===== src/pkg/ssr_map.svh =====
`ifndef SSR_MAP_SVH
`define SSR_MAP_SVH
// Register byte addresses
`define SSR_OFS_RCSC  8'h00
`define SSR_OFS_TXSC  8'h04
`define SSR_OFS_BAUD  8'h08
`define SSR_OFS_DIVH  8'h0C
`define SSR_OFS_DIVL  8'h10
`define SSR_OFS_RCDR  8'h14
`define SSR_OFS_TXDR  8'h18
`define SSR_OFS_IEN   8'h1C
// receive_status_control fields
`define SSR_B_PORT_ENABLE    7
`define SSR_B_RX9     6
`define SSR_B_SINGLE_SHOT_RECEIVE_ENABLE    5
`define SSR_B_CONTINUOUS_RECEIVE_ENABLE    4
`define SSR_B_FRAMING_ERROR_FLAG    2
`define SSR_B_OVERRUN_ERROR_FLAG    1
`define SSR_B_RECEIVED_NINTH_BIT    0
// transmit_status_control fields
`define SSR_B_MASTER_CLOCK_SOURCE    7
`define SSR_B_SYNC    4
// baud_control fields
`define SSR_B_DATA_POLARITY_SELECT   5
`define SSR_B_CLOCK_POLARITY_SELECT   4
// Interrupt enable field
`define SSR_B_RECEIVE_INTERRUPT_ENABLE    0
// Character lengths, last bit index
`define SSR_LAST8     4'h7
`define SSR_LAST9     4'h8
`define SSR_FIFO_FULL 2'h2
`define SSR_RST_BYTE  8'h00
`define SSR_RST_DIV   16'h0000
`define SSR_RESP_OK   2'b00
`define SSR_RESP_ERR  2'b10
`endif


===== src/pkg/ssr_pkg.sv =====
package ssr_pkg;
  // Receive clock engine state
  typedef enum logic [1:0] {
    SSR_OFF    = 2'b00,
    SSR_IDLEPH = 2'b01,
    SSR_ACTPH  = 2'b10
  } ssr_state_e;
  // One received character
  typedef struct packed {
    logic       ninth;
    logic [7:0] data;
  } ssr_char_s;
endpackage


===== src/rtl/ssr_sync_rx.sv =====
// Notes on behaviour
// - Reception starts when single-shot or continuous receive enable is set.
// - Single-shot alone in master mode: one clock per bit of one character, then enable self-clears.
// - Continuous enable set: shift clocks run without pause until cleared or until an overrun.
// - Continuous cleared mid-character: clock stops at once, partial character dropped.
// - Both enables set in master mode: single-shot clears after first character, continuous goes on.
// - Data line sampled at each trailing clock edge into the shift register.
// - Full character sets pending flag and moves into two-deep receive FIFO.
// - Receive data register shows low eight bits of the oldest FIFO entry.
// - Pending flag stays set while any unread character sits in the FIFO.
// - Slave mode clocks from the clock pin, one data bit per clock cycle.
// - Driver changes data on leading edge so it is stable at trailing edge.
// - Third complete character with FIFO full sets overrun, FIFO kept intact.
// - During overrun both entries stay readable and no character is accepted.
// - Overrun taken in single-shot mode clears on a receive data read.
// - Overrun in continuous mode clears only by dropping continuous or port enable.
// - Nine-bit select shifts nine bits; ninth bit field shows oldest entry's MSB.
// - Pending flag with receive interrupt enable raises the interrupt request.
// - Master drives the shift clock on the clock pin, one cycle per bit.
// - Polarity set: idle high, sample rising; clear: idle low, sample falling.
// - Data polarity select resets to zero; one inverts received data.
// - Master clock source set makes us master; clear makes us a slave.
`timescale 1ns/1ns
`default_nettype none
`include "ssr_map.svh"

module ssr_sync_rx #(
  parameter int ADDR_W = 8
) (
  // Clock and reset
  input  wire  logic              core_clk_i,
  input  wire  logic              sys_rst_i,
  // AXI4-Lite write address
  input  wire  logic [ADDR_W-1:0] s_axi_awaddr,
  input  wire  logic              s_axi_awvalid,
  output logic                    s_axi_awready,
  // AXI4-Lite write data
  input  wire  logic [31:0]       s_axi_wdata,
  input  wire  logic [3:0]        s_axi_wstrb,
  input  wire  logic              s_axi_wvalid,
  output logic                    s_axi_wready,
  // AXI4-Lite write response
  output logic [1:0]              s_axi_bresp,
  output logic                    s_axi_bvalid,
  input  wire  logic              s_axi_bready,
  // AXI4-Lite read address
  input  wire  logic [ADDR_W-1:0] s_axi_araddr,
  input  wire  logic              s_axi_arvalid,
  output logic                    s_axi_arready,
  // AXI4-Lite read data
  output logic [31:0]             s_axi_rdata,
  output logic [1:0]              s_axi_rresp,
  output logic                    s_axi_rvalid,
  input  wire  logic              s_axi_rready,
  // Data line pin
  input  wire  logic              data_line_pin_i,
  output logic                    data_line_pin_o,
  output logic                    data_line_pin_oe_n_o,
  // Clock line pin
  input  wire  logic              clock_line_pin_i,
  output logic                    clock_line_pin_o,
  output logic                    clock_line_pin_oe_n_o,
  // Status
  output logic                    rx_pending_o,
  output logic                    rx_irq_o
);
  import ssr_pkg::*;

  // Control registers
  logic        port_enable;
  logic        nine_bit_receive_select;
  logic        single_shot_receive_enable;
  logic        continuous_receive_enable;
  logic        master_clock_source;
  logic        sync_select;
  logic        data_polarity_select;
  logic        clock_polarity_select;
  logic [7:0]  baud_divisor_high;
  logic [7:0]  baud_divisor_low;
  logic        receive_interrupt_enable;

  // Bus slave state
  logic              aw_held;
  logic              w_held;
  logic [ADDR_W-1:0] aw_addr;
  logic [7:0]        w_byte;
  logic              w_lane0;

  // Receive state
  ssr_state_e  state;
  ssr_state_e  next_state;
  logic [15:0] div_cnt;
  logic [3:0]  bit_cnt;
  logic [7:0]  receive_shift_register;
  ssr_char_s   fifo_mem [0:1];
  logic        rd_ptr;
  logic [1:0]  fifo_cnt;
  logic        overrun_error_flag;
  logic        overrun_error_flag_single;
  logic [2:0]  pin_s0;
  logic [2:0]  pin_s1;
  logic [2:0]  pin_s2;
  logic        data_f;
  logic        ck_f;
  logic        ck_prev;
  logic        clk_q;

  // Bus decode
  wire aw_hs    = s_axi_awvalid & s_axi_awready;
  wire w_hs     = s_axi_wvalid & s_axi_wready;
  wire ar_hs    = s_axi_arvalid & s_axi_arready;
  wire do_write = aw_held & w_held & ~s_axi_bvalid;
  wire wr_en    = do_write & w_lane0;

  function automatic logic hit(input logic [ADDR_W-1:0] a, input logic [7:0] ofs);
    hit = (a[7:0] == ofs);
  endfunction

  wire wr_rcsc = wr_en & hit(aw_addr, `SSR_OFS_RCSC);
  wire wr_txsc = wr_en & hit(aw_addr, `SSR_OFS_TXSC);
  wire wr_baud = wr_en & hit(aw_addr, `SSR_OFS_BAUD);
  wire wr_divh = wr_en & hit(aw_addr, `SSR_OFS_DIVH);
  wire wr_divl = wr_en & hit(aw_addr, `SSR_OFS_DIVL);
  wire wr_ien  = wr_en & hit(aw_addr, `SSR_OFS_IEN);
  wire w_map   = hit(aw_addr, `SSR_OFS_RCSC) | hit(aw_addr, `SSR_OFS_TXSC)
               | hit(aw_addr, `SSR_OFS_BAUD) | hit(aw_addr, `SSR_OFS_DIVH)
               | hit(aw_addr, `SSR_OFS_DIVL) | hit(aw_addr, `SSR_OFS_TXDR)
               | hit(aw_addr, `SSR_OFS_IEN);
  wire r_map   = hit(s_axi_araddr, `SSR_OFS_RCSC) | hit(s_axi_araddr, `SSR_OFS_TXSC)
               | hit(s_axi_araddr, `SSR_OFS_BAUD) | hit(s_axi_araddr, `SSR_OFS_DIVH)
               | hit(s_axi_araddr, `SSR_OFS_DIVL) | hit(s_axi_araddr, `SSR_OFS_RCDR)
               | hit(s_axi_araddr, `SSR_OFS_TXDR) | hit(s_axi_araddr, `SSR_OFS_IEN);
  wire rd_rcdr = ar_hs & hit(s_axi_araddr, `SSR_OFS_RCDR);

  assign s_axi_awready = ~aw_held;
  assign s_axi_wready  = ~w_held;
  assign s_axi_arready = ~s_axi_rvalid;

  // Receive control decode
  wire        rx_rst   = sys_rst_i | ~port_enable;
  wire        rx_req   = single_shot_receive_enable | continuous_receive_enable;
  wire        sync_on  = port_enable & sync_select;
  wire        m_go     = sync_on & master_clock_source & rx_req & ~overrun_error_flag;
  wire        s_on     = sync_on & ~master_clock_source & rx_req & ~overrun_error_flag;
  wire        tick     = (div_cnt == `SSR_RST_DIV);
  wire [15:0] divisor  = {baud_divisor_high, baud_divisor_low};
  wire        m_take   = (state == SSR_ACTPH) & tick & m_go;
  wire        s_trail  = (ck_f == clock_polarity_select) & (ck_prev != clock_polarity_select);
  wire        s_take   = s_on & s_trail;
  wire        bit_take = m_take | s_take;
  wire        rx_bit   = data_f ^ data_polarity_select;
  wire [3:0]  last_idx = nine_bit_receive_select ? `SSR_LAST9 : `SSR_LAST8;
  wire        char_done = bit_take & (bit_cnt == last_idx);
  wire        keep     = master_clock_source ? (state != SSR_OFF) : s_on;
  wire        fifo_full = (fifo_cnt == `SSR_FIFO_FULL);
  wire        push     = char_done & ~fifo_full;
  wire        pop      = rd_rcdr & (fifo_cnt != 2'h0);
  wire        ovr_set  = char_done & fifo_full;
  wire        wr_idx   = rd_ptr ^ fifo_cnt[0];
  ssr_char_s  head;
  ssr_char_s  new_char;

  // Empty FIFO reads as zero, never as stale or unwritten entries
  assign head = (fifo_cnt != 2'h0) ? fifo_mem[rd_ptr] : '0;
  // Eight-bit characters put the last bit at bit 7 and leave the ninth bit clear
  assign new_char = nine_bit_receive_select ? {rx_bit, receive_shift_register} : {1'b0, rx_bit, receive_shift_register[6:0]};

  // Master clock engine
  always_comb begin
    next_state = state;
    case (state)
      SSR_OFF: begin
        if (m_go) begin
          next_state = SSR_IDLEPH;
        end
      end
      SSR_IDLEPH: begin
        if (!m_go) begin
          next_state = SSR_OFF;
        end else if (tick) begin
          next_state = SSR_ACTPH;
        end
      end
      SSR_ACTPH: begin
        if (!m_go) begin
          next_state = SSR_OFF;
        end else if (tick) begin
          next_state = SSR_IDLEPH;
        end
      end
      default: begin
        next_state = SSR_OFF;
      end
    endcase
  end

  always_ff @(posedge core_clk_i) begin
    if (rx_rst) begin
      state   <= SSR_OFF;
      div_cnt <= `SSR_RST_DIV;
    end else begin
      state <= next_state;
      if (state == SSR_OFF || tick) begin
        div_cnt <= divisor;
      end else begin
        div_cnt <= div_cnt - 16'h0001;
      end
    end
  end

  // Pin synchronisers; a change counts once stages two and three agree
  always_ff @(posedge core_clk_i) begin
    if (sys_rst_i) begin
      pin_s0  <= 3'h0;
      pin_s1  <= 3'h0;
      pin_s2  <= 3'h0;
      data_f  <= 1'b0;
      ck_f    <= 1'b0;
      ck_prev <= 1'b0;
    end else begin
      pin_s0  <= {1'b0, clock_line_pin_i, data_line_pin_i};
      pin_s1  <= pin_s0;
      pin_s2  <= pin_s1;
      ck_prev <= ck_f;
      if (pin_s1[0] == pin_s2[0]) begin
        data_f <= pin_s2[0];
      end
      if (pin_s1[1] == pin_s2[1]) begin
        ck_f <= pin_s2[1];
      end
    end
  end

  // Shift register and bit counter
  always_ff @(posedge core_clk_i) begin
    if (rx_rst || !keep) begin
      bit_cnt <= 4'h0;
      receive_shift_register     <= `SSR_RST_BYTE;
    end else if (bit_take) begin
      receive_shift_register[bit_cnt[2:0]] <= rx_bit;
      if (char_done) begin
        bit_cnt <= 4'h0;
      end else begin
        bit_cnt <= bit_cnt + 4'h1;
      end
    end
  end

  // Two-deep FIFO; a push and a pop in one cycle leave the count unchanged
  always_ff @(posedge core_clk_i) begin
    if (rx_rst) begin
      rd_ptr   <= 1'b0;
      fifo_cnt <= 2'h0;
    end else begin
      if (push) begin
        fifo_mem[wr_idx] <= new_char;
      end
      if (pop) begin
        rd_ptr <= ~rd_ptr;
      end
      fifo_cnt <= fifo_cnt + {1'b0, push} - {1'b0, pop};
    end
  end

  // Overrun flag; it is only set while clear, so set never meets its own clear
  always_ff @(posedge core_clk_i) begin
    if (rx_rst) begin
      overrun_error_flag <= 1'b0;
      overrun_error_flag_single        <= 1'b0;
    end else if (ovr_set) begin
      overrun_error_flag <= 1'b1;
      overrun_error_flag_single        <= ~continuous_receive_enable;
    end else if (overrun_error_flag_single && rd_rcdr) begin
      overrun_error_flag <= 1'b0;
    end else if (!overrun_error_flag_single && !continuous_receive_enable) begin
      overrun_error_flag <= 1'b0;
    end
  end

  // Clock pin output is registered from the next engine state
  always_ff @(posedge core_clk_i) begin
    if (sys_rst_i) begin
      clk_q <= 1'b0;
    end else begin
      clk_q <= clock_polarity_select ^ (next_state == SSR_ACTPH);
    end
  end

  assign clock_line_pin_o      = clk_q;
  assign clock_line_pin_oe_n_o = ~(sync_on & master_clock_source);
  // Receive path never drives the data line
  assign data_line_pin_o       = 1'b0;
  assign data_line_pin_oe_n_o  = 1'b1;
  assign rx_pending_o          = (fifo_cnt != 2'h0);
  assign rx_irq_o              = rx_pending_o & receive_interrupt_enable;

  // Control registers; a software write of the single-shot enable beats its self-clear
  always_ff @(posedge core_clk_i) begin
    if (sys_rst_i) begin
      port_enable                <= 1'b0;
      nine_bit_receive_select    <= 1'b0;
      single_shot_receive_enable <= 1'b0;
      continuous_receive_enable  <= 1'b0;
      master_clock_source        <= 1'b0;
      sync_select                <= 1'b0;
      data_polarity_select       <= 1'b0;
      clock_polarity_select      <= 1'b0;
      baud_divisor_high          <= `SSR_RST_BYTE;
      baud_divisor_low           <= `SSR_RST_BYTE;
      receive_interrupt_enable   <= 1'b0;
    end else begin
      if (wr_rcsc) begin
        port_enable                <= w_byte[`SSR_B_PORT_ENABLE];
        nine_bit_receive_select    <= w_byte[`SSR_B_RX9];
        single_shot_receive_enable <= w_byte[`SSR_B_SINGLE_SHOT_RECEIVE_ENABLE];
        continuous_receive_enable  <= w_byte[`SSR_B_CONTINUOUS_RECEIVE_ENABLE];
      end else if (char_done && master_clock_source) begin
        single_shot_receive_enable <= 1'b0;
      end
      if (wr_txsc) begin
        master_clock_source <= w_byte[`SSR_B_MASTER_CLOCK_SOURCE];
        sync_select         <= w_byte[`SSR_B_SYNC];
      end
      if (wr_baud) begin
        data_polarity_select  <= w_byte[`SSR_B_DATA_POLARITY_SELECT];
        clock_polarity_select <= w_byte[`SSR_B_CLOCK_POLARITY_SELECT];
      end
      if (wr_divh) begin
        baud_divisor_high <= w_byte;
      end
      if (wr_divl) begin
        baud_divisor_low <= w_byte;
      end
      if (wr_ien) begin
        receive_interrupt_enable <= w_byte[`SSR_B_RECEIVE_INTERRUPT_ENABLE];
      end
    end
  end

  // Read data selection; framing error does not exist in synchronous mode
  logic [7:0] rcsc_rd;
  logic [7:0] txsc_rd;
  logic [7:0] baud_rd;
  logic [7:0] ien_rd;
  logic [7:0] rd_byte;

  always_comb begin
    rcsc_rd = `SSR_RST_BYTE;
    txsc_rd = `SSR_RST_BYTE;
    baud_rd = `SSR_RST_BYTE;
    ien_rd  = `SSR_RST_BYTE;
    rcsc_rd[`SSR_B_PORT_ENABLE] = port_enable;
    rcsc_rd[`SSR_B_RX9]  = nine_bit_receive_select;
    rcsc_rd[`SSR_B_SINGLE_SHOT_RECEIVE_ENABLE] = single_shot_receive_enable;
    rcsc_rd[`SSR_B_CONTINUOUS_RECEIVE_ENABLE] = continuous_receive_enable;
    rcsc_rd[`SSR_B_FRAMING_ERROR_FLAG] = 1'b0;
    rcsc_rd[`SSR_B_OVERRUN_ERROR_FLAG] = overrun_error_flag;
    rcsc_rd[`SSR_B_RECEIVED_NINTH_BIT] = head.ninth;
    txsc_rd[`SSR_B_MASTER_CLOCK_SOURCE] = master_clock_source;
    txsc_rd[`SSR_B_SYNC] = sync_select;
    baud_rd[`SSR_B_DATA_POLARITY_SELECT] = data_polarity_select;
    baud_rd[`SSR_B_CLOCK_POLARITY_SELECT] = clock_polarity_select;
    ien_rd[`SSR_B_RECEIVE_INTERRUPT_ENABLE]   = receive_interrupt_enable;
  end

  assign rd_byte = hit(s_axi_araddr, `SSR_OFS_RCSC) ? rcsc_rd :
                   hit(s_axi_araddr, `SSR_OFS_TXSC) ? txsc_rd :
                   hit(s_axi_araddr, `SSR_OFS_BAUD) ? baud_rd :
                   hit(s_axi_araddr, `SSR_OFS_DIVH) ? baud_divisor_high :
                   hit(s_axi_araddr, `SSR_OFS_DIVL) ? baud_divisor_low :
                   hit(s_axi_araddr, `SSR_OFS_RCDR) ? head.data :
                   hit(s_axi_araddr, `SSR_OFS_IEN)  ? ien_rd :
                   `SSR_RST_BYTE;

  // AXI4-Lite write side: address and data are taken in either order
  always_ff @(posedge core_clk_i) begin
    if (sys_rst_i) begin
      aw_held      <= 1'b0;
      w_held       <= 1'b0;
      aw_addr      <= '0;
      w_byte       <= `SSR_RST_BYTE;
      w_lane0      <= 1'b0;
      s_axi_bvalid <= 1'b0;
      s_axi_bresp  <= `SSR_RESP_OK;
    end else begin
      if (aw_hs) begin
        aw_held <= 1'b1;
        aw_addr <= s_axi_awaddr;
      end
      if (w_hs) begin
        w_held  <= 1'b1;
        w_byte  <= s_axi_wdata[7:0];
        w_lane0 <= s_axi_wstrb[0];
      end
      if (do_write) begin
        aw_held      <= 1'b0;
        w_held       <= 1'b0;
        s_axi_bvalid <= 1'b1;
        s_axi_bresp  <= w_map ? `SSR_RESP_OK : `SSR_RESP_ERR;
      end else if (s_axi_bready) begin
        s_axi_bvalid <= 1'b0;
      end
    end
  end

  // AXI4-Lite read side; a receive data read pops the FIFO as it is taken
  always_ff @(posedge core_clk_i) begin
    if (sys_rst_i) begin
      s_axi_rvalid <= 1'b0;
      s_axi_rdata  <= 32'h0000_0000;
      s_axi_rresp  <= `SSR_RESP_OK;
    end else if (ar_hs) begin
      s_axi_rvalid <= 1'b1;
      s_axi_rdata  <= {24'h00_0000, rd_byte};
      s_axi_rresp  <= r_map ? `SSR_RESP_OK : `SSR_RESP_ERR;
    end else if (s_axi_rready) begin
      s_axi_rvalid <= 1'b0;
    end
  end

endmodule // ssr_sync_rx
`default_nettype wire


===== config.mk =====
export PLATFORM = sky130hd
export DESIGN_NAME = ssr_sync_rx
export DESIGN_NICKNAME = d
export VERILOG_FILES = /design/src/pkg/ssr_pkg.sv /design/src/rtl/ssr_sync_rx.sv
export VERILOG_INCLUDE_DIRS = /design/src /design/src/pkg
export SDC_FILE = /design/constraint.sdc
export NUM_CORES = 1
export LEC_CHECK = 0
export BUFFER_PORTS_ARGS = -buffer_cell sky130_fd_sc_hd__buf_4
export CAP_MARGIN = 20
export CORE_AREA = 2 2 117 119
export CTS_CLUSTER_DIAMETER = 50
export DETAILED_ROUTE_END_ITERATION = 6
export DIE_AREA = 0 0 119 121
export PLACE_DENSITY_LB_ADDON = 0.3
export SETUP_SLACK_MARGIN = 0.3
export SLEW_MARGIN = 20
export SYNTH_ARGS = -nofsm -noshare
export SYNTH_HDL_FRONTEND = slang
export SYNTH_SLANG_ARGS = --single-unit

===== constraint.sdc =====
create_clock -name core_clk_i -period 3.5 [get_ports core_clk_i]
set_clock_uncertainty 0.1 [all_clocks]
set_input_delay 0 -clock core_clk_i [delete_from_list [all_inputs] [get_ports core_clk_i]]
set_output_delay 0 -clock core_clk_i [all_outputs]
set_load 0.02 [all_outputs]

---- Word-level counts from Yosys, hierarchy flattened ----
Memory sizes are Yosys's and may differ from the RTL's. A register that Yosys moved wholly into a read port is not among the register bits.
Cells that the tools add are included.
Widths: inputs -> output; s select.
cells by class
  add/subtract/negate cells ............... 4
  magnitude comparators ................... 2
  equal/unequal tests ..................... 22
  mux-type cells .......................... 38
  bitwise logic cells ..................... 59
  reduce and logical (&&, ||, !) cells .... 20
operator list
  kind                   count
  $eq 8x5->1 const B     7
  $mux 8                 6
  $eq 8x4->1 const B     4
  $and 1x1->1            29
  $mux 9                 2
  $mux 1                 17
  $eq 8x3->1 const B     2
  $logic_not 16->1       1
  $logic_not 8->1        2
  $mux 16                1
  $or 1x1->1             16
  $sub 16x1->16 const B  1
  $mux 2                 7
  $not 1->1              11
  $reduce_bool 2->1      5
  $bwmux 8               1
  $mux 4                 2
  $eq 2x2->1 const B     3
  $pmux 2 s3             1
  $add 4x1->4 const B    1
  $eq 4x4->1             1
  $logic_and 1x1->1      4
  $lt 3x4->1 const B     1
  $demux 1 s3            1
  other kinds (12)       19
word-level totals
  register bits ........................... 103
  RAM bits ................................ 18
  input port bits ......................... 61
  output and inout bits ................... 47
  memories kept ........................... 1
memory list
  memory    depth  bits a word  rd ports  clocked after Yosys merged registers in  wr ports  line               source
  fifo_mem  2      9            1         1                                        1         ssr_sync_rx.sv:95  ssr_char_s fifo_mem [0:1];

---- Longest topological paths before layout ----
Gate-level depths: netlist (run 1).
  depth after elaboration ................. 11
  gate-level depth with buffers ........... 13
  mapped depth without buffers ............ 13

---- Worst setup path before layout (run 1) ----
OpenSTA, ideal clock, no wires.
  path type ............................... reg2reg
  start ................................... reg div_cnt[0]
  end ..................................... reg fifo_cnt[1]
  library setup time ...................... 0.128 ns
  arrival ................................. 2.336 ns
  slack ................................... 0.937 ns
  stages on the path, launching flop included .. 14
  clock period less this slack ............ 2.563 ns
  cells stage by stage .................... dfxtp_1 inv_1 ha_1 nor3b_1 nand4_1 o22ai_2 nand3_1 or2_2 ha_1 inv_1 ha_1 xor2_1 xnor2_1 nor2_1
on the way
  cells in the longest elaborated chain, start to end .. 8
ends and longest elaborated chain
  what                        line                source
  start: declaration          ssr_sync_rx.sv:92   logic [15:0] div_cnt;
  start signal: assignment    ssr_sync_rx.sv:200  div_cnt <= `SSR_RST_DIV;
  start signal: assignment    ssr_sync_rx.sv:204  div_cnt <= divisor;
  start signal: assignment    ssr_sync_rx.sv:206  div_cnt <= div_cnt - 16'h0001;
  $logic_not 16->1 (no line)  -
  $and 1x1->1 (2 in series)   ssr_sync_rx.sv:147  wire m_take = (state == SSR_ACTPH) & tick & m_go;
  $or 1x1->1                  ssr_sync_rx.sv:150  wire bit_take = m_take | s_take;
  $and 1x1->1                 ssr_sync_rx.sv:153  wire char_done = bit_take & (bit_cnt == last_idx);
  $and 1x1->1                 ssr_sync_rx.sv:156  wire push = char_done & ~fifo_full;
  $add 2x1->2                 ssr_sync_rx.sv:261  fifo_cnt <= fifo_cnt + {1'b0, push} - {1'b0, pop};
  $sub 2x1->2                 ssr_sync_rx.sv:261
  end signal: assignment      ssr_sync_rx.sv:261
  end: declaration            ssr_sync_rx.sv:97   logic [1:0] fifo_cnt;
Every way passes these cells.
A chain may end at the register's enable or synchronous reset.

---- Worst setup path after layout (run 1) ----
  start ................................... reg div_cnt[11]
  end ..................................... reg fifo_cnt[1]
Same word-level chain as after synthesis.

==> results of run 1 <==
-- power by group through the flow --
| stage | clock network, mW | registers, mW | logic [mW] |
|---|---|---|---|
| finish | 1.91 | 1.44 | 0.209 |
| global route | 2.00 | 1.44 | 0.228 |
| CTS | 1.95 | 1.44 | 0.208 |
| detailed placement | 0 | 1.47 | 0.176 |
| global placement | 0 | 1.47 | 0.173 |
| floorplan | 0 | 1.47 | 0.134 |
-- path summary, 6_finish.rpt --
path | end | depth (start not counted) | startpoint | slack (ps)
worst max-delay path | fifo_cnt[1]$_SDFF_PP0_ | 11 | div_cnt[11]$_SDFF_PP0_ | 570
worst min-delay path | s_axi_rresp[1]$_SDFFE_PP0P_ | 4 | s_axi_araddr[7] | 40
worst max register to register | fifo_cnt[1]$_SDFF_PP0_ | 11 | div_cnt[11]$_SDFF_PP0_ | 570
worst min register to register | pin_s1[0]$_SDFF_PP0_ | 1 | pin_s0[0]$_SDFF_PP0_ | 340
-- area by class of cell --
cell class              count  area share [%]
flip-flops and latches    120            37.0
clock inverters            12            2.79
well taps                 176            3.15
multi-input cells         421            38.6
inverters                  11           0.591
clock buffers              20            6.54
repair buffers             94            11.4
-- layer usage --
layer | global-route usage (%) | vias up | share of wire (%)
met5 | 0 | - | 0
met4 | 7.44 | 0 | 2.2
met3 | 4.75 | 19 | 5.3
met2 | 29.8 | 151 | 46
met1 | 24.1 | 2151 | 46
li1 | - | 2225 | -
-- cell usage after synthesis, types with 5 or more instances --
library cell,n
a311oi_1,10
nor2b_1,23
or3_1,6
dfxtp_1,102
nand2_1,34
a41oi_1,6
buf_4,29
clkbuf_1,19
inv_1,10
nor4_1,7
xor2_1,6
nand2b_1,5
nand3_1,13
o21ai_0,22
edfxtp_1,18
nor2_1,77
nor3_1,8
xnor2_1,8
a21oi_1,31
mux2i_1,42
a211oi_1,16
-- kinds of logic (layout without fill, tap and decap cells) --
kind of cell / after synthesis / count (layout) / share of synthesized area [%]
multiplexers: 47 / 47 / 8.79
XOR/XNOR: 14 / 14 / 2.21
flip-flops: 120 / 120 / 46.5
adder cells (fa/ha/maj): 4 / 4 / 0.901
buffers and inverters: 67 / 137 / 6.71
AND/OR/NAND/NOR: 211 / 211 / 20.3
other: 2 / 28 / 0.135
AO/OA/AOI/OAI: 117 / 117 / 14.4
-- flip-flops by register name (all words and copies together), names as in the netlist, 2 cells and up, named ones only --
name / flops
baud_divisor_low: 8
pin_s0: 2
receive_shift_register: 8
s_axi_rdata: 8
bit_cnt: 4
pin_s1: 2
pin_s2: 2
fifo_mem: 18
fifo_cnt: 2
baud_divisor_high: 8
w_byte: 8
div_cnt: 16
aw_addr: 8
state: 2
-- worst reg2reg max path, stage by stage, from the launching register on --
cell	delay, ps
dfxtp_1	350
nor4_1	450
nand4_1	310
o22ai_2	220
nand3_1	180
or2_2	320
ha_1	270
inv_1	60
ha_1	160
xor2_1	200
xnor2_1	140
nor2_1	50
==> reports/metrics.cfg, run 1 <==
[status]
outcome=finished clean

[routing]
vias_per_cell=5.32
drc=0
first_iter_violations=384
drt-pass1-iter-count=5
routed_wl_um=13000
dr_total_vias=4546
ant_nets=0
drt-wirelength-per-cell_um=15.2

[yosys]
seq_area_frac_synth_pct=46.5
yosysTopAreaCell=dfxtp_1
syn_area_per_cell_um2=9.54
synthFlopType=dfxtp_1
synthesis.instances=582
synth_top_area_share_pct=36.8
async_flop_share_pct=0
ys_ff_latch=120
synth.area.top_cells=dfxtp_1, edfxtp_1, mux2i_1
synth_edf_count=18
synth_area_um2=5550
ys.warnings.count=0
synth_cell_types=69

[die]
dieArea_um2=14400
io_pins=108
initial_core_util_pct=42.4
die_x_um=119
core_um2=13100
num_rows=42
die_y_um=121

[timing]
fin_setup_tns_ps=0
worst_pin_slew_ps=947
fmaxAchievable_mhz=341
whs_ps=35.7
rsz0062_at_grt=false
relSlewSlack_pct=36.6
period_share_pct=83.7
hold_viol_final=0
period_needed_ps=2930
slew_viol_final=0
finalSetupViolations=0
postLayoutSetupSlackWorst_ps=571

[cts]
cts_resized=0
cts_setup_buffers=0
insertion_delay_ps=420
path_clk_slew_ps=60
cts_sinks=120
cts-hold-fix-buffers=35
htreeDepth=4
cts_made_buffers=17
clockRootBuffer=clkbuf_16
cts_tree=yes
clock_path_buffers=2

[layout]
final_core_util_pct=53.4
final_cell_mix=dfxtp_1, nor2_1, buf_4
syn2layout_area_growth_pct=25.8
register_area_um2=2580
post-route-cell-area_um2=6990
layout_commonest_cell=dfxtp_1
layout-drive-gt1-share_pct=16.5
nNetsFinal=730
antenna_cells=0
multi_input_area_um2=2700
nFillCells=1171
instances_no_fill=854

[critical_path]
crit_path_max_fanout=5
cp_num_buf_inv=1
endpoint_kind=register
cpMaxStageDelayCell=nor4_1
cp.required_ps=3680
crit_chain=nor4_1 -> nand4_1 -> o22ai_2 -> nand3_1 -> or2_2 -> ha_1 -> inv_1 -> ha_1 -> xor2_1 -> xnor2_1 -> nor2_1
crit_top_cell=ha_1
cp-start-kind=register
critPathTopFamily=simple AND/OR/NAND/NOR gates
max_stage_delay_ps=450
cp.arrival_ps=3110
criticalPathCategory=register to register

[power]
power_mw=3.56
cell_internal_pwr_mw=2.81
leakagePower_nw=2.76
pwr-share-clk_pct=53.7
vdd_drop_max_uv=301
power_frac_seq_pct=40.5
p_sw_share_pct=21.1
power_density_nw_per_um2=510
comb_power_share_pct=5.9
p_switching_mw=0.752

[grt]
gr-total-overflow=0
grt_pass1_vias=4278
grtUsageTotal_pct=18.6
antenna_found_initial=0
grt_first_pass_wirelength_um=21100
grt_start_max_net_pins=69

[placed_design]
postPlaceCellArea_um2=5980
io_buffers=52
dpl.cell_count=787
post-place-ws_ps=592
dp_hpwl_um=8930
gp_congestion=0.866

[job]
cap_violations=0

[min_path]
hold_path.class=input port to register

(Power assumes the default switching activity.)
==> inputs of run 2 (changes only) <==
==> constraint.sdc (replaced) <==
create_clock -name core_clk_i -period 2.8 [get_ports core_clk_i]
set_clock_uncertainty 0.1 [all_clocks]
set_input_delay 0 -clock core_clk_i [delete_from_list [all_inputs] [get_ports core_clk_i]]
set_output_delay 0 -clock core_clk_i [all_outputs]
set_load 0.02 [all_outputs]
==> reports/metrics.cfg, run 2 (synthesis results as in run 1) <==
[layout]
largest_registers=fifo_mem x18, div_cnt x16
syn2layout_area_growth_pct=27.8
final_cell_mix=dfxtp_1, nor2_1, buf_4
antenna_cells=0  ; unchanged
register_area_um2=2590  ; +0.34%
layout_commonest_cell=dfxtp_1
multi_input_area_um2=2770  ; +2.7%
largest_reg_flops=18  ; unchanged
regMostFlops=fifo_mem
nFillCells=1121  ; -4.3%
nNetsFinal=744  ; +1.9%
layout-drive-gt1-share_pct=20.1  ; +3.6 points

[cts]
insertion_delay_ps=420  ; about the same
htreeDepth=4  ; unchanged
clock_path_buffers=2  ; unchanged
cts_sinks=120  ; unchanged
cts_made_buffers=17  ; unchanged
cts_tree=yes
path_clk_slew_ps=60  ; about the same
clockRootBuffer=clkbuf_16

[critical_path]
max_stage_delay_ps=350  ; -100 ps
rr_endpoint=fifo_cnt[1]$_SDFF_PP0_
crit_chain=nor4_4 -> nand4_1 -> o22ai_2 -> nand3_2 -> or2_4 -> ha_4 -> inv_2 -> ha_4 -> xor2_1 -> xnor2_1 -> nor2_1
crit_top_cell=ha_4
reg2reg_from=div_cnt[6]$_SDFF_PP0_
cp.arrival_ps=2630  ; -480 ps
crit_start=div_cnt[6]$_SDFF_PP0_
cp.required_ps=3010  ; -670 ps
cp-start-kind=register
crit_path_max_fanout=2  ; -3
r2r_cells=11  ; unchanged
endpoint_kind=register
criticalPathCategory=register to register
r2r_slack_ps=380  ; -190 ps
cpMaxStageDelayCell=dfxtp_4

[timing]
relSlewSlack_pct=41.9  ; +5.3 points
rsz0062_at_grt=true
worst_pin_slew_ps=870  ; -76.7 ps
slew_viol_final=0  ; unchanged
hold_viol_final=0  ; unchanged
finalSetupViolations=0  ; unchanged
fmaxAchievable_mhz=413  ; +21%
period_share_pct=86.5  ; +2.8 points
fin_setup_tns_ps=0  ; unchanged
period_needed_ps=2420  ; -506 ps
whs_ps=17.1  ; -18.6 ps

[grt]
grt_first_pass_wirelength_um=21300  ; +1.3%
antenna_found_initial=0  ; unchanged
grt_start_max_net_pins=69  ; unchanged
grtUsageTotal_pct=19.1  ; +0.45 points
gr-total-overflow=0  ; unchanged
grt_pass1_vias=4280  ; +0.047%

[placed_design]
gp_congestion=0.868  ; +0.29%
io_buffers=52  ; unchanged
dp_hpwl_um=9110  ; +2.0%

[power]
p_sw_share_pct=23.6  ; +2.5 points
power_density_nw_per_um2=584  ; +14%
cell_internal_pwr_mw=3.17  ; +13%
power_mw=4.14  ; +16%
pwr-share-clk_pct=50.3  ; -3.4 points
comb_power_share_pct=6.3  ; +0.4 points
leakagePower_nw=2.81  ; +1.9%
vdd_drop_max_uv=369  ; +23%
power_frac_seq_pct=43.4  ; +2.9 points
p_switching_mw=0.978  ; +30%

[min_path]
min_path_cells=4  ; unchanged
whs_endpoint=s_axi_rresp[1]$_SDFFE_PP0P_
worstHoldStart=s_axi_araddr[7]
hold_path.class=input port to register

[routing]
drt-pass1-iter-count=5  ; unchanged
drc=0  ; unchanged
top_layer_used=met4
ant_nets=0  ; unchanged
dr_total_vias=4604  ; +1.3%
routed_wl_um=13300  ; +2.2%
vias_per_cell=5.30  ; -0.36%
drt-wirelength-per-cell_um=15.3  ; +0.55%
wl_met1_um=5780  ; -3.6%
wl_met3_um=995  ; +44%
wl_met2_um=6210  ; +3.0%
first_iter_violations=431  ; +12%

[die]
die_y_um=121  ; unchanged
core_um2=13100  ; unchanged
initial_core_util_pct=42.4  ; unchanged
num_rows=42  ; unchanged
die_x_um=119  ; unchanged
dieArea_um2=14400  ; unchanged
io_pins=108  ; unchanged

[job]
cap_violations=0  ; unchanged

[status]
outcome=finished clean

run 2: cell count changes in the layout (fill, tap and decap cells not counted), sizes merged:
cell,before,now
clkinv,4,6
bufinv,5,1
inv,12,13
dlygate4sd3,35,36
buf,59,72
clkinvlp,2,3
run 2: per-layer routing:
layer	GRT usage, %	up-vias
li1	-	2244
met1	23.8	2149
met2	29.6	184
met3	6.25	27
met4	9.67	0
met5	0	-
run 2: power groups by stage:
stage | registers (mW) | logic [mW] | clock network (mW)
finish | 1.80 | 0.261 | 2.08
global route | 1.80 | 0.286 | 2.19
CTS | 1.80 | 0.260 | 2.11
detailed placement | 1.84 | 0.220 | 0
global placement | 1.84 | 0.216 | 0
floorplan | 1.84 | 0.167 | 0
run 2: repair_timing:
item                       in CTS  in global routing
hold endpoints to repair       39                  0
setup endpoints to repair       2                  1
hold buffers                   36                  0
pin swaps                      10                  7
gates resized for setup        13                  4
buffers inserted                5                  1
run 2: worst max-delay path by stage:
stage / end / slack (ps) / depth (start not counted)
6_report: fifo_cnt[1]$_SDFF_PP0_ / 380 / 11
5_1_grt: fifo_cnt[1]$_SDFF_PP0_ / 260 / 11
4_1_cts: fifo_cnt[1]$_SDFF_PP0_ / 280 / 11
3_5_place_dp: fifo_cnt[1]$_SDFF_PP0_ / 170 / 11
3_3_place_gp: fifo_cnt[1]$_SDFF_PP0_ / 240 / 11
2_1_floorplan: fifo_cnt[1]$_SDFF_PP0_ / 320 / 13
run 2: worst max-delay path, delay by kind of cell (launching register included):
| family | cells | cell delay, ps |
|---|---|---|
| flops | 1 | 350 |
| fa+ha+maj | 2 | 400 |
| simple gates | 5 | 950 |
| xor+xnor | 2 | 280 |
| compound gates | 1 | 190 |
| buf+inv | 1 | 40 |
run 2: final cells by class:
cell class	instances	share of cell area, %
clock inverter	12	1.67
timing repair buffer	108	12.7
multi-input combinational	421	39.0
tap	176	3.10
clock buffer	20	6.43
sequential	120	36.5
inverter	11	0.582
run 2: stage by stage:
| step | util (%) | instances | area, um2 | setup slack (ps) |
|---|---|---|---|---|
| 6_report | 54.3 | 868 | 7100 | 377 |
| 5_1_grt | 54.3 | 868 | 7100 | 262 |
| 4_1_cts | 54.1 | 867 | 7070 | 278 |
| 3_5_place_dp | 46.3 | 794 | 6050 | 168 |
| 3_3_place_gp | 46.3 | 794 | 6050 | 242 |
| 2_1_floorplan | - | 608 | 5670 | 323 |
